## src/wsrf_params.svh

```systemverilog
// Function
// - Each data reply repeats the command frame, adds data and weight units, LF after CR; rate, lamp, switch, relay, remote, excite replies get no units.
// - Data reply: start, address, command, subcommand, 7 data, unit, CRLF, checksum, EOT.
// - No return data: start, address, letter A, CRLF, checksum, EOT.
// - Error: start, address, letter N, two decimal digits, CRLF, checksum, EOT.
// - Addresses, numbers and data travel as ASCII characters, never binary.
// - Transmit without subcommand sends the stored format's items to the asking port.
// - Subcommands pick total, gross, net, tare, band, preact, set point and more.
// - Lamp subcommand returns two status bytes, each as two hex characters.
// - Lamp byte one: lb, zero track, unused, center zero, motion, gross, net, kg.
// - Lamp byte two: rate, alarm two, alarm one, peak, total, three unused.
// - Switch subcommand returns rear bank byte, then internal bank byte.
// - Rear bank positions 1-8 map to bits 80,01,40,02,04,20,08,10.
// - Internal bank positions 1-8 map to bits 08,10,20,04,40,80,02,01.
// - Checksum sums address through CR modulo 256, two ASCII chars, then EOT.
`ifndef WSRF_PARAMS_SVH
`define WSRF_PARAMS_SVH

// ----------------------------------------
// Frame characters
// ----------------------------------------
`define WSRF_CH_START    8'h3E
`define WSRF_CH_CR       8'h0D
`define WSRF_CH_LF       8'h0A
`define WSRF_CH_EOT      8'h04
`define WSRF_CH_ACK      8'h41
`define WSRF_CH_NAK      8'h4E
`define WSRF_CH_ZERO     8'h30
`define WSRF_UNIT_LB     16'h4C62
`define WSRF_UNIT_KG     16'h4B67
`define WSRF_EXC_OK      24'h4F4B4B
`define WSRF_EXC_ERR     24'h455252
`define WSRF_EXC_OFF     24'h4F4646

// ----------------------------------------
// Subcommand codes
// ----------------------------------------
`define WSRF_SUB_TOTAL   8'h41
`define WSRF_SUB_GROSS   8'h47
`define WSRF_SUB_NET     8'h4E
`define WSRF_SUB_TARE    8'h54
`define WSRF_SUB_PREACT  8'h50
`define WSRF_SUB_SETPT   8'h53
`define WSRF_SUB_LAMP    8'h4C
`define WSRF_SUB_RATE    8'h43
`define WSRF_SUB_EXCITE  8'h45
`define WSRF_SUB_BAND    16'h4445
`define WSRF_SUB_SWITCH  16'h4449
`define WSRF_SUB_RELAY   24'h52454C
`define WSRF_SUB_REMOTE  24'h52454D

// ----------------------------------------
// Format mask bits and field sizes
// ----------------------------------------
`define WSRF_FMT_GROSS   0
`define WSRF_FMT_NET     1
`define WSRF_FMT_TARE    2
`define WSRF_FMT_RATE    3
`define WSRF_FMT_SETPT   4
`define WSRF_DATA_LEN    4'h7
`define WSRF_ERR_MAX     7'h63
`define WSRF_ERR_BADSUB  7'h01

`endif

```

## src/wsrf_pkg.sv

```systemverilog
package wsrf_pkg;

  typedef enum logic [1:0] {KIND_DATA, KIND_ACK, KIND_ERR} wsrf_kind_e;

  typedef enum logic [3:0] {
    ITEM_TOTAL, ITEM_GROSS, ITEM_NET, ITEM_TARE, ITEM_DEADBAND,
    ITEM_PREACT, ITEM_SETPT, ITEM_SWITCH, ITEM_LAMP, ITEM_RELAY,
    ITEM_REMOTE, ITEM_RATE, ITEM_EXCITE, ITEM_NONE
  } wsrf_item_e;

  typedef enum logic [3:0] {
    PH_IDLE, PH_START, PH_ADDR, PH_CMD, PH_SUB, PH_BODY, PH_CR, PH_LF,
    PH_CK1, PH_CK2, PH_EOT
  } wsrf_phase_e;

endpackage

```

## src/wsrf_reply_formatter.sv

```systemverilog
`timescale 1ns/1ns
`include "wsrf_params.svh"
module wsrf_reply_formatter (
  // Clock, reset, enable
  input  wire logic                   clock_i,
  input  wire logic                   nrst_i,
  input  wire logic                   ce_i,
  // Command request
  input  wire logic                   req_valid_i,
  output logic                        req_ready_o,
  input  wire wsrf_pkg::wsrf_kind_e   req_kind_i,
  input  wire logic [1:0]             req_port_i,
  input  wire logic [15:0]            req_addr_i,
  input  wire logic [7:0]             req_cmd_i,
  input  wire logic [23:0]            req_sub_i,
  input  wire logic [1:0]             req_sub_len_i,
  input  wire logic [6:0]             req_err_num_i,
  input  wire logic [4:0]             format_mask_i,
  // Item data
  output wsrf_pkg::wsrf_item_e        item_sel_o,
  input  wire logic [55:0]            item_data_i,
  input  wire logic                   unit_kg_i,
  input  wire logic [7:0]             relay_status_i,
  input  wire logic [1:0]             excite_state_i,
  // Lamps
  input  wire logic                   lamp_pounds_i,
  input  wire logic                   lamp_zero_track_i,
  input  wire logic                   lamp_center_zero_i,
  input  wire logic                   lamp_motion_i,
  input  wire logic                   lamp_gross_i,
  input  wire logic                   lamp_net_i,
  input  wire logic                   lamp_kg_i,
  input  wire logic                   lamp_rate_i,
  input  wire logic                   lamp_alarm2_i,
  input  wire logic                   lamp_alarm1_i,
  input  wire logic                   lamp_peak_i,
  input  wire logic                   lamp_total_i,
  // Pins
  input  wire logic [7:0]             rear_switch_bank_i,
  input  wire logic [7:0]             internal_switch_bank_i,
  input  wire logic [7:0]             external_input_pick_i,
  // Decoded switches
  output logic                        serial_lockout_o,
  output logic                        ignore_checksum_o,
  output logic                        trade_approved_mode_o,
  // Reply stream
  output logic                        tx_valid_o,
  output logic [7:0]                  tx_byte_o,
  input  wire logic                   tx_ready_i,
  output logic [1:0]                  reply_port_o
);

  // ----------------------------------------
  // Functions
  // ----------------------------------------
  function automatic logic [7:0] hex_ch(input logic [3:0] n);
    hex_ch = (n < 4'hA) ? (8'h30 + {4'h0, n}) : (8'h37 + {4'h0, n});
  endfunction

  function automatic logic [7:0] hex_at(input logic [15:0] w,
                                        input logic [3:0]  i);
    case (i[1:0])
      2'h0:    hex_at = hex_ch(w[15:12]);
      2'h1:    hex_at = hex_ch(w[11:8]);
      2'h2:    hex_at = hex_ch(w[7:4]);
      default: hex_at = hex_ch(w[3:0]);
    endcase
  endfunction

  function automatic wsrf_pkg::wsrf_item_e first_item(input logic [12:0] m);
    first_item = wsrf_pkg::ITEM_NONE;
    for (int i = 12; i >= 0; i--) begin
      if (m[i]) begin
        first_item = wsrf_pkg::wsrf_item_e'(i[3:0]);
      end
    end
  endfunction

  function automatic wsrf_pkg::wsrf_item_e decode_sub(input logic [23:0] s,
                                                      input logic [1:0]  n);
    decode_sub = wsrf_pkg::ITEM_NONE;
    case (n)
      2'h1: begin
        case (s[23:16])
          `WSRF_SUB_TOTAL:  decode_sub = wsrf_pkg::ITEM_TOTAL;
          `WSRF_SUB_GROSS:  decode_sub = wsrf_pkg::ITEM_GROSS;
          `WSRF_SUB_NET:    decode_sub = wsrf_pkg::ITEM_NET;
          `WSRF_SUB_TARE:   decode_sub = wsrf_pkg::ITEM_TARE;
          `WSRF_SUB_PREACT: decode_sub = wsrf_pkg::ITEM_PREACT;
          `WSRF_SUB_SETPT:  decode_sub = wsrf_pkg::ITEM_SETPT;
          `WSRF_SUB_LAMP:   decode_sub = wsrf_pkg::ITEM_LAMP;
          `WSRF_SUB_RATE:   decode_sub = wsrf_pkg::ITEM_RATE;
          `WSRF_SUB_EXCITE: decode_sub = wsrf_pkg::ITEM_EXCITE;
          default:          decode_sub = wsrf_pkg::ITEM_NONE;
        endcase
      end
      2'h2: begin
        if (s[23:8] == `WSRF_SUB_BAND) begin
          decode_sub = wsrf_pkg::ITEM_DEADBAND;
        end else if (s[23:8] == `WSRF_SUB_SWITCH) begin
          decode_sub = wsrf_pkg::ITEM_SWITCH;
        end
      end
      2'h3: begin
        if (s == `WSRF_SUB_RELAY) begin
          decode_sub = wsrf_pkg::ITEM_RELAY;
        end else if (s == `WSRF_SUB_REMOTE) begin
          decode_sub = wsrf_pkg::ITEM_REMOTE;
        end
      end
      default: decode_sub = wsrf_pkg::ITEM_NONE;
    endcase
  endfunction

  // ----------------------------------------
  // Pin synchronisers
  // ----------------------------------------
  logic [23:0] pin_s1_ff;
  logic [23:0] pin_s2_ff;
  logic [7:0]  rear_w;
  logic [7:0]  intl_w;
  logic [7:0]  rear_byte;
  logic [7:0]  intl_byte;
  logic [7:0]  lamp_b1;
  logic [7:0]  lamp_b2;

  always_ff @(posedge clock_i or negedge nrst_i) begin
    if (!nrst_i) begin
      pin_s1_ff <= 24'h000000;
      pin_s2_ff <= 24'h000000;
    end else if (ce_i) begin
      pin_s1_ff <= {rear_switch_bank_i, internal_switch_bank_i,
                    external_input_pick_i};
      pin_s2_ff <= pin_s1_ff;
    end
  end

  // Bit i of a bank port is switch position i+1
  assign rear_w    = pin_s2_ff[23:16];
  assign intl_w    = pin_s2_ff[15:8];
  assign rear_byte = {rear_w[0], rear_w[2], rear_w[5], rear_w[7],
                      rear_w[6], rear_w[4], rear_w[3], rear_w[1]};
  assign intl_byte = {intl_w[5], intl_w[4], intl_w[2], intl_w[1],
                      intl_w[0], intl_w[3], intl_w[6], intl_w[7]};
  assign lamp_b1   = {lamp_kg_i, lamp_net_i, lamp_gross_i, lamp_motion_i,
                      lamp_center_zero_i, 1'b0, lamp_zero_track_i,
                      lamp_pounds_i};
  assign lamp_b2   = {3'h0, lamp_total_i, lamp_peak_i, lamp_alarm1_i,
                      lamp_alarm2_i, lamp_rate_i};

  assign serial_lockout_o      = rear_w[2];
  assign ignore_checksum_o     = intl_w[0];
  assign trade_approved_mode_o = intl_w[2];

  // ----------------------------------------
  // Frame sequencer
  // ----------------------------------------
  wsrf_pkg::wsrf_phase_e phase_ff,   nxt_phase;
  wsrf_pkg::wsrf_phase_e shown_ff,   nxt_shown;
  wsrf_pkg::wsrf_kind_e  kind_ff,    nxt_kind;
  wsrf_pkg::wsrf_item_e  item_ff,    nxt_item;
  wsrf_pkg::wsrf_item_e  cur_item;
  wsrf_pkg::wsrf_item_e  req_item;
  logic [12:0]           pending_ff, nxt_pending;
  logic [3:0]            idx_ff,     nxt_idx;
  logic [15:0]           addr_ff,    nxt_addr;
  logic [7:0]            cmd_ff,     nxt_cmd;
  logic [23:0]           sub_ff,     nxt_sub;
  logic [1:0]            sublen_ff,  nxt_sublen;
  logic [6:0]            err_ff,     nxt_err;
  logic [1:0]            port_ff,    nxt_port;
  logic                  ready_ff,   nxt_ready;
  logic                  txv_ff,     nxt_txv;
  logic [7:0]            txb_ff,     nxt_txb;
  logic [12:0]           fmt_items;
  logic [15:0]           hexw;
  logic [15:0]           unit_w;
  logic [3:0]            blen;
  logic [55:0]           dsh;
  logic [23:0]           exc_sh;
  logic [7:0]            ch;
  logic [7:0]            sum_w;
  logic                  slot;
  logic                  chk_clear;
  logic                  chk_add;
  logic                  body_last;

  assign cur_item = first_item(pending_ff);
  assign req_item = decode_sub(req_sub_i, req_sub_len_i);
  assign dsh      = item_data_i << {idx_ff, 3'h0};
  assign slot     = !txv_ff || tx_ready_i;
  assign unit_w   = unit_kg_i ? `WSRF_UNIT_KG : `WSRF_UNIT_LB;

  always_comb begin
    fmt_items = 13'h0000;
    fmt_items[wsrf_pkg::ITEM_GROSS]    = format_mask_i[`WSRF_FMT_GROSS];
    fmt_items[wsrf_pkg::ITEM_NET]      = format_mask_i[`WSRF_FMT_NET];
    fmt_items[wsrf_pkg::ITEM_TARE]     = format_mask_i[`WSRF_FMT_TARE];
    fmt_items[wsrf_pkg::ITEM_RATE]     = format_mask_i[`WSRF_FMT_RATE];
    fmt_items[wsrf_pkg::ITEM_SETPT]    = format_mask_i[`WSRF_FMT_SETPT];
    fmt_items[wsrf_pkg::ITEM_DEADBAND] = format_mask_i[`WSRF_FMT_SETPT];
    fmt_items[wsrf_pkg::ITEM_PREACT]   = format_mask_i[`WSRF_FMT_SETPT];
  end

  // Body length and hex source for the item now being sent
  always_comb begin
    hexw   = 16'h0000;
    exc_sh = 24'h000000;
    blen   = `WSRF_DATA_LEN + 4'h2;
    case (cur_item)
      wsrf_pkg::ITEM_SWITCH: begin
        hexw = {rear_byte, intl_byte};
        blen = 4'h4;
      end
      wsrf_pkg::ITEM_LAMP: begin
        hexw = {lamp_b1, lamp_b2};
        blen = 4'h4;
      end
      wsrf_pkg::ITEM_RELAY: begin
        hexw = {relay_status_i, 8'h00};
        blen = 4'h2;
      end
      wsrf_pkg::ITEM_REMOTE: begin
        hexw = {pin_s2_ff[7:0], 8'h00};
        blen = 4'h2;
      end
      wsrf_pkg::ITEM_RATE: blen = `WSRF_DATA_LEN;
      wsrf_pkg::ITEM_EXCITE: begin
        blen = 4'h3;
        case (excite_state_i)
          2'h0:    exc_sh = `WSRF_EXC_OK;
          2'h1:    exc_sh = `WSRF_EXC_ERR;
          default: exc_sh = `WSRF_EXC_OFF;
        endcase
        exc_sh = exc_sh << {idx_ff, 3'h0};
      end
      default: blen = `WSRF_DATA_LEN + 4'h2;
    endcase
    if (kind_ff == wsrf_pkg::KIND_ERR) begin
      blen = 4'h2;
    end
  end

  always_comb begin
    nxt_phase   = phase_ff;
    nxt_shown   = shown_ff;
    nxt_kind    = kind_ff;
    nxt_pending = pending_ff;
    nxt_idx     = idx_ff;
    nxt_addr    = addr_ff;
    nxt_cmd     = cmd_ff;
    nxt_sub     = sub_ff;
    nxt_sublen  = sublen_ff;
    nxt_err     = err_ff;
    nxt_port    = port_ff;
    nxt_txv     = txv_ff && !tx_ready_i;
    nxt_txb     = txb_ff;
    chk_clear   = 1'b0;
    chk_add     = 1'b0;
    ch          = 8'h00;
    body_last   = (idx_ff + 4'h1) == blen;
    if (phase_ff == wsrf_pkg::PH_IDLE) begin
      if (req_valid_i && ready_ff) begin
        nxt_phase  = wsrf_pkg::PH_START;
        chk_clear  = 1'b1;
        nxt_kind   = req_kind_i;
        nxt_addr   = req_addr_i;
        nxt_cmd    = req_cmd_i;
        nxt_sub    = req_sub_i;
        nxt_sublen = req_sub_len_i;
        nxt_port   = req_port_i;
        nxt_err    = (req_err_num_i > `WSRF_ERR_MAX) ? `WSRF_ERR_MAX
                                                   : req_err_num_i;
        nxt_pending = fmt_items;
        if (req_kind_i == wsrf_pkg::KIND_DATA && req_sub_len_i != 2'h0) begin
          nxt_pending = 13'h0000;
          if (req_item == wsrf_pkg::ITEM_NONE) begin
            nxt_kind = wsrf_pkg::KIND_ERR;
            nxt_err  = `WSRF_ERR_BADSUB;
          end else begin
            nxt_pending[req_item] = 1'b1;
          end
        end
      end
    end else if (slot) begin
      nxt_txv   = 1'b1;
      nxt_shown = phase_ff;
      chk_add   = phase_ff >= wsrf_pkg::PH_ADDR &&
                  phase_ff <= wsrf_pkg::PH_CR;
      nxt_idx   = idx_ff + 4'h1;
      case (phase_ff)
        wsrf_pkg::PH_START: begin
          ch        = `WSRF_CH_START;
          nxt_phase = wsrf_pkg::PH_ADDR;
          nxt_idx   = 4'h0;
        end
        wsrf_pkg::PH_ADDR: begin
          ch = idx_ff[0] ? addr_ff[7:0] : addr_ff[15:8];
          if (idx_ff[0]) begin
            nxt_phase = wsrf_pkg::PH_CMD;
            nxt_idx   = 4'h0;
          end
        end
        wsrf_pkg::PH_CMD: begin
          nxt_idx = 4'h0;
          case (kind_ff)
            wsrf_pkg::KIND_ACK: begin
              ch        = `WSRF_CH_ACK;
              nxt_phase = wsrf_pkg::PH_CR;
            end
            wsrf_pkg::KIND_ERR: begin
              ch        = `WSRF_CH_NAK;
              nxt_phase = wsrf_pkg::PH_BODY;
            end
            default: begin
              ch        = cmd_ff;
              nxt_phase = (sublen_ff != 2'h0) ? wsrf_pkg::PH_SUB :
                          (pending_ff != 13'h0000) ? wsrf_pkg::PH_BODY :
                          wsrf_pkg::PH_CR;
            end
          endcase
        end
        wsrf_pkg::PH_SUB: begin
          case (idx_ff[1:0])
            2'h0:    ch = sub_ff[23:16];
            2'h1:    ch = sub_ff[15:8];
            default: ch = sub_ff[7:0];
          endcase
          if (idx_ff[1:0] + 2'h1 == sublen_ff) begin
            nxt_idx   = 4'h0;
            nxt_phase = (pending_ff != 13'h0000) ? wsrf_pkg::PH_BODY
                                                 : wsrf_pkg::PH_CR;
          end
        end
        wsrf_pkg::PH_BODY: begin
          if (kind_ff == wsrf_pkg::KIND_ERR) begin
            ch = `WSRF_CH_ZERO + {1'b0, (idx_ff[0] ? err_ff % 7'h0A
                                                   : err_ff / 7'h0A)};
          end else if (cur_item == wsrf_pkg::ITEM_EXCITE) begin
            ch = exc_sh[23:16];
          end else if (blen <= 4'h4) begin
            ch = hex_at(hexw, idx_ff);
          end else if (idx_ff < `WSRF_DATA_LEN) begin
            ch = dsh[55:48];
          end else if (idx_ff == `WSRF_DATA_LEN) begin
            ch = unit_w[15:8];
          end else begin
            ch = unit_w[7:0];
          end
          if (body_last) begin
            nxt_idx = 4'h0;
            if (kind_ff == wsrf_pkg::KIND_DATA) begin
              nxt_pending[cur_item] = 1'b0;
            end
            if (kind_ff != wsrf_pkg::KIND_DATA || nxt_pending == 13'h0000) begin
              nxt_phase = wsrf_pkg::PH_CR;
            end
          end
        end
        wsrf_pkg::PH_CR: begin
          ch        = `WSRF_CH_CR;
          nxt_phase = wsrf_pkg::PH_LF;
        end
        wsrf_pkg::PH_LF: begin
          ch        = `WSRF_CH_LF;
          nxt_phase = wsrf_pkg::PH_CK1;
        end
        wsrf_pkg::PH_CK1: begin
          ch        = hex_ch(sum_w[7:4]);
          nxt_phase = wsrf_pkg::PH_CK2;
        end
        wsrf_pkg::PH_CK2: begin
          ch        = hex_ch(sum_w[3:0]);
          nxt_phase = wsrf_pkg::PH_EOT;
        end
        wsrf_pkg::PH_EOT: begin
          ch        = `WSRF_CH_EOT;
          nxt_phase = wsrf_pkg::PH_IDLE;
        end
        default: nxt_phase = wsrf_pkg::PH_IDLE;
      endcase
      nxt_txb = ch;
    end
    nxt_item  = first_item(nxt_pending);
    nxt_ready = nxt_phase == wsrf_pkg::PH_IDLE;
  end

  always_ff @(posedge clock_i or negedge nrst_i) begin
    if (!nrst_i) begin
      phase_ff   <= wsrf_pkg::PH_IDLE;
      shown_ff   <= wsrf_pkg::PH_IDLE;
      kind_ff    <= wsrf_pkg::KIND_DATA;
      item_ff    <= wsrf_pkg::ITEM_NONE;
      pending_ff <= 13'h0000;
      idx_ff     <= 4'h0;
      addr_ff    <= 16'h0000;
      cmd_ff     <= 8'h00;
      sub_ff     <= 24'h000000;
      sublen_ff  <= 2'h0;
      err_ff     <= 7'h00;
      port_ff    <= 2'h0;
      ready_ff   <= 1'b0;
      txv_ff     <= 1'b0;
      txb_ff     <= 8'h00;
    end else if (ce_i) begin
      phase_ff   <= nxt_phase;
      shown_ff   <= nxt_shown;
      kind_ff    <= nxt_kind;
      item_ff    <= nxt_item;
      pending_ff <= nxt_pending;
      idx_ff     <= nxt_idx;
      addr_ff    <= nxt_addr;
      cmd_ff     <= nxt_cmd;
      sub_ff     <= nxt_sub;
      sublen_ff  <= nxt_sublen;
      err_ff     <= nxt_err;
      port_ff    <= nxt_port;
      ready_ff   <= nxt_ready;
      txv_ff     <= nxt_txv;
      txb_ff     <= nxt_txb;
    end
  end

  wsrf_chksum u_chksum (
    .clock_i (clock_i),
    .nrst_i  (nrst_i),
    .ce_i    (ce_i),
    .clear_i (chk_clear),
    .add_i   (chk_add),
    .byte_i  (ch),
    .sum_o   (sum_w)
  );

  assign req_ready_o  = ready_ff;
  assign item_sel_o   = item_ff;
  assign tx_valid_o   = txv_ff;
  assign tx_byte_o    = txb_ff;
  assign reply_port_o = port_ff;

  // ----------------------------------------
  // Assertions
  // ----------------------------------------
  a_frame_start: assert property (@(posedge clock_i) disable iff (!nrst_i)
    (txv_ff && shown_ff == wsrf_pkg::PH_START) |-> txb_ff == `WSRF_CH_START)
    else $error("frame does not open with start char");
  a_lf_after_cr: assert property (@(posedge clock_i) disable iff (!nrst_i)
    (ce_i && txv_ff && tx_ready_i && shown_ff == wsrf_pkg::PH_CR) |=>
    (txv_ff && shown_ff == wsrf_pkg::PH_LF && txb_ff == `WSRF_CH_LF))
    else $error("line feed does not follow carriage return");
  a_ack_letter: assert property (@(posedge clock_i) disable iff (!nrst_i)
    (txv_ff && shown_ff == wsrf_pkg::PH_CMD &&
     kind_ff == wsrf_pkg::KIND_ACK) |-> txb_ff == `WSRF_CH_ACK)
    else $error("acknowledge letter wrong");
  a_ack_short: assert property (@(posedge clock_i) disable iff (!nrst_i)
    (ce_i && txv_ff && tx_ready_i && shown_ff == wsrf_pkg::PH_CMD &&
     kind_ff == wsrf_pkg::KIND_ACK) |=> shown_ff == wsrf_pkg::PH_CR)
    else $error("acknowledge frame not short");
  a_err_digits: assert property (@(posedge clock_i) disable iff (!nrst_i)
    (txv_ff && shown_ff == wsrf_pkg::PH_BODY &&
     kind_ff == wsrf_pkg::KIND_ERR) |-> txb_ff inside {[8'h30:8'h39]})
    else $error("error number not decimal ASCII");
  a_chk_low: assert property (@(posedge clock_i) disable iff (!nrst_i)
    (txv_ff && shown_ff == wsrf_pkg::PH_CK2) |-> txb_ff == hex_ch(sum_w[3:0]))
    else $error("checksum low char wrong");
  a_eot_code: assert property (@(posedge clock_i) disable iff (!nrst_i)
    (ce_i && txv_ff && tx_ready_i && shown_ff == wsrf_pkg::PH_CK2) |=>
    (shown_ff == wsrf_pkg::PH_EOT && txb_ff == `WSRF_CH_EOT))
    else $error("end of transmission missing");
  // Lamp item is only ever sent alone, so item_ff marks every lamp char but the last
  a_lamp_hex: assert property (@(posedge clock_i) disable iff (!nrst_i)
    (txv_ff && shown_ff == wsrf_pkg::PH_BODY &&
     item_ff == wsrf_pkg::ITEM_LAMP) |->
    txb_ff inside {[8'h30:8'h39], [8'h41:8'h46]})
    else $error("lamp status not upper-case hex");

endmodule

```

## src/wsrf_chksum.sv

```systemverilog
`timescale 1ns/1ns
module wsrf_chksum (
  // Clock and reset
  input  wire logic       clock_i,
  input  wire logic       nrst_i,
  input  wire logic       ce_i,
  // Byte stream
  input  wire logic       clear_i,
  input  wire logic       add_i,
  input  wire logic [7:0] byte_i,
  // Running sum
  output logic      [7:0] sum_o
);

  logic [7:0] sum_ff;
  logic [7:0] nxt_sum;

  // Eight-bit wrap equals subtracting 256 until below 256
  always_comb begin
    nxt_sum = sum_ff;
    if (clear_i) begin
      nxt_sum = 8'h00;
    end else if (add_i) begin
      nxt_sum = sum_ff + byte_i;
    end
  end

  always_ff @(posedge clock_i or negedge nrst_i) begin
    if (!nrst_i) begin
      sum_ff <= 8'h00;
    end else if (ce_i) begin
      sum_ff <= nxt_sum;
    end
  end

  assign sum_o = sum_ff;

endmodule

```

## config.mk

```make
export PLATFORM = sky130hd
export DESIGN_NAME = wsrf_reply_formatter
export DESIGN_NICKNAME = d
export VERILOG_FILES = /design/src/wsrf_pkg.sv /design/src/wsrf_reply_formatter.sv /design/src/wsrf_chksum.sv
export VERILOG_INCLUDE_DIRS = /design/src
export SDC_FILE = /design/constraint.sdc
export NUM_CORES = 1
export LEC_CHECK = 0
export ABC_CLOCK_PERIOD_IN_PS = 5800
export BUFFER_PORTS_ARGS = -buffer_cell sky130_fd_sc_hd__buf_2
export CORE_MARGIN = 3
export CORE_UTILIZATION = 43
export DETAILED_ROUTE_END_ITERATION = 10
export PLACE_DENSITY = 0.63
export SLEW_MARGIN = 0
export SYNTH_ARGS = -nofsm -noshare
export SYNTH_HDL_FRONTEND = slang
export SYNTH_HIERARCHICAL = 1
export SYNTH_SLANG_ARGS = --single-unit
```

## constraint.sdc

```tcl
create_clock -name clock_i -period 5.8 [get_ports clock_i]
set_clock_uncertainty 0.1 [all_clocks]
set_input_delay 0 -clock clock_i [delete_from_list [all_inputs] [get_ports clock_i]]
set_output_delay 0 -clock clock_i [all_outputs]
set_load 0.01 [all_outputs]
```

==> summary.md <==
| Metric | Value |
|---|---|
| Outcome | `finished, final reports clean` |
| Area leader, netlist | `dfrtp_1` |
| Critical setup path kind | `reg2reg` |
| Main synth FF type | `dfrtp_1` |
| Fin cells | `approximately 1800` |
| Slowest cell on the critical path | `or4_1` |
| Avg Vias per Cell | `about 6.0` |
| Synth Instances | `~1200` |
| Yosys warnings | `6` |
| Delay of the slowest critical-path stage | `710 ps` |
| Post-synthesis compound-gate area fraction | `0.2230` |
| Min Tclk post-route | `5408 ps` |
| Final instance area | `13630 µm²` |
| Fin nets | `1647` |
| IO Count | `193` |
| Top cell family by delay on the critical path | `compound AO/OA/AOI/OAI gates` |
| Worst EP arrival | `roughly 5600 ps` |
| Pwr dens | `414.2 nW/µm²` |
| Die area | `between 20000 and 30000 µm²` |
| Xor and xnor area share after synthesis | `0.02264` |
| Global Route met3 Usage | `0.04490` |
| FMAX | `roughly 180 MHz` |
| Commonest non-fill, non-tap cell in the layout | `buf_2` |
| Ys async rst share | `1.000` |
| Area Overhead vs Synth | `25.86%` |
| Netlist Area Pre-Place | `10830 µm²` |
| CTS tree | `done` |
| Post-synthesis mux area share | `0.1568` |
| WL final | `36200 µm` |
| Max_cap viols | `0` |
| Post-synthesis adder-cell area fraction | `0.02796` |
| Crit end category | `register` |
| Combinational family with the most area after synthesis | `compound AO/OA/AOI/OAI gates` |
| Num CTS Buffers | `17` |
| RSZ-0062 raised after global routing | `no` |
| Via count | `10670` |
| Synth top area cells | `dfrtp_1 34%, mux2_2 12%, a21oi_1 3.9%` |
| Slew headroom | `0.3533` |
| Worst IR drop on VDD | `~0.00017 V` |
| Avg Cell Area, Syn | `9.040 µm²` |
| Post-DRT Antenna Nets | `0` |
| Final period utilization | `0.9325` |
| HPWL after detailed placement | `26460 µm` |
| Drt initial violations | `1096` |
| Final setup fails | `0` |
| #FFs+latches synth | `152` |
| Setup_tns | `0 ps` |
| Initial antenna violation count | `0` |
| Die Height | `164.7 µm` |
| Largest net degree at the start of global routing | `87` |
| Share of cells above drive strength 1 | `0.2807` |
| Met2 Use GR | `0.4066` |
| Post-synthesis simple-gate area fraction | `0.1776` |
| Final Hold Fails | `0` |
| Initial core utilization | `0.4415` |
| Worst-path clk slew | `70 ps` |
| Netlist cell types | `101` |
| Longest Clk Path Bufs | `2` |
| Post-Place Cells | `1665` |
| Req. time, crit path | `around 6000 ps` |
| Worst path cell trace | `or4_1, nor2_4, and3_1, and2_2, a2bb2oi_1, a2111oi_0, o221ai_1, a41oi_1, o221a_1, nor2_1, ha_1, o211a_1, a211oi_2, nor3_1, o21ai_0, or3b_1` |
| Commonest non-fill, non-tap cells in the layout | `191 x buf_2, 148 x dfrtp_1, 117 x mux2_2` |
| P_leak | `between 5 and 6 nW` |
| Die Wd | `164.7 µm` |
| Top Usage Layer GRT | `met2` |
| Root buffer cell | `clkbuf_16` |
| Yosys top cell area share | `0.3443` |
| DR DRC count | `0` |
| Post-DP Area | `~12000 µm²` |
| Syn Nets | `1394` |
| H-Tree Level Count | `4` |
| Core ar. | `24530 µm²` |
| Worst-path maximum fanout | `13` |
| Skew-Pair Late Insertion Delay | `approximately 440 ps` |
| EDFF count, synth | `0` |
| # port buffers | `192` |
| GRT met1 Usage | `0.3788` |
| Slew of the pin with the lowest slew margin | `970.0 ps` |
| Vias in the first global route | `10050` |
| Pins over their slew limit | `0` |
| Seq/Total Area, Yosys | `0.3515` |
| Critical Path Source Type | `register` |
| First-pass GRT wire length | `about 56000 µm` |
| Worst Path Buf+Inv | `0` |
| Pre-antenna DRT Iters | `6` |
| GRT Util Overall | `0.2640` |
| GP Congestion | `roughly 0.95` |
| Clk sinks | `152` |
| Number of cell rows | `57` |
| GR Overflow Total | `0` |
| Hold slack final | `43.60 ps` |
| DR WL/cell | `20.23 µm` |
| Hold WC Path Type | `in2reg` |
==> tightest hold or removal path: stages <==
cell	delay (ps)
buf_2	130
inv_1	230
o2bb2ai_1	210
==> final timing paths <==
check / from / endpoint / slack (ps) / cells after the start
worst min register to register: tx_byte_o[3] / tx_byte_o[3] / 380 / 1
min in group asynchronous: nrst_i / u_chksum/sum_o[7] / 120 / 2
worst max register to register: pending_ff[2] / u_chksum/sum_o[7] / 390 / 16
worst min-delay path: ce_i / item_sel_o[2] / 40 / 3
max in group asynchronous: nrst_i / pin_s2_ff[23] / 4110 / 3
worst max-delay path: pending_ff[2] / u_chksum/sum_o[7] / 390 / 16
==> where the power goes <==
group          internal (mW)  switching (mW)  total (mW)  leakage (nW)
sequential              1.34           0.419        1.76          1.90
clock                  0.698           0.523        1.22         0.311
combinational           1.15            1.52        2.66          3.71
==> metal layers <==
metal  vias to the layer above  share of wire
li1                       4994              -
met1                      5120           0.45
met2                       477           0.45
met3                        79          0.074
met4                         0          0.026
met5                         -              0
==> through the flow <==
step	worst slack, ps	util	total power, mW
after floorplan	1231	-	3.519
after global placement	496.6	0.4926	4.307
after detailed placement	398.8	0.4926	4.327
after CTS	400.6	0.5552	5.621
after global routing	86.28	0.5555	6.027
final	391.6	0.5556	5.646
==> cell families after synthesis <==
group,Yosys count
buf+inv,106
xor+xnor,28
fa+ha+maj,24
mux,145
flops,152
compound gates,361
simple gates,382
==> synthesized netlist by cell type, drive strengths merged (13+ instances only) <==
cell / instances
a21o: 13
a21oi: 87
buf: 26
clkbuf: 49
dfrtp: 149
ha: 21
inv: 30
mux2: 117
mux2i: 20
nand2: 114
nand2b: 18
nand3: 40
nor2: 90
nor2b: 16
nor3: 31
o211ai: 14
o21ai: 89
o22ai: 16
o31ai: 15
xor2: 16
==> registers in the layout, indices dropped and copies added (netlist names), 2 cells and up <==
name,count
pin_s2_ff,24
sub_ff,24
reply_port_o,2
item_sel_o,4
tx_byte_o,8
phase_ff,4
cmd_ff,8
addr_ff,16
err_ff,7
sublen_ff,2
pin_s1_ff,24
kind_ff,2
pending_ff,13
idx_ff,4
u_chksum/sum_o,8
==> timing repair <==
| item | 4_1_cts | 5_1_grt |
|---|---|---|
| gates resized for setup | 0 | 1 |
| endpoints found under the hold margin | 168 | 0 |
| buffers inserted | 0 | 0 |
| hold buffers | 91 | 0 |
| endpoints found under the setup margin | 0 | 2 |
==> final cells by class <==
cell class	instances	area, µm²
fill	2189	10900
multi-input combinational	940	6598
sequential	152	3809
timing repair buffer	309	2073
clock buffer	17	425.4
tap	324	405.4
clock inverter	15	201.4
inverter	31	116.4
antenna	1	2.502
No activity file was read; power rests on OpenSTA's default activity.
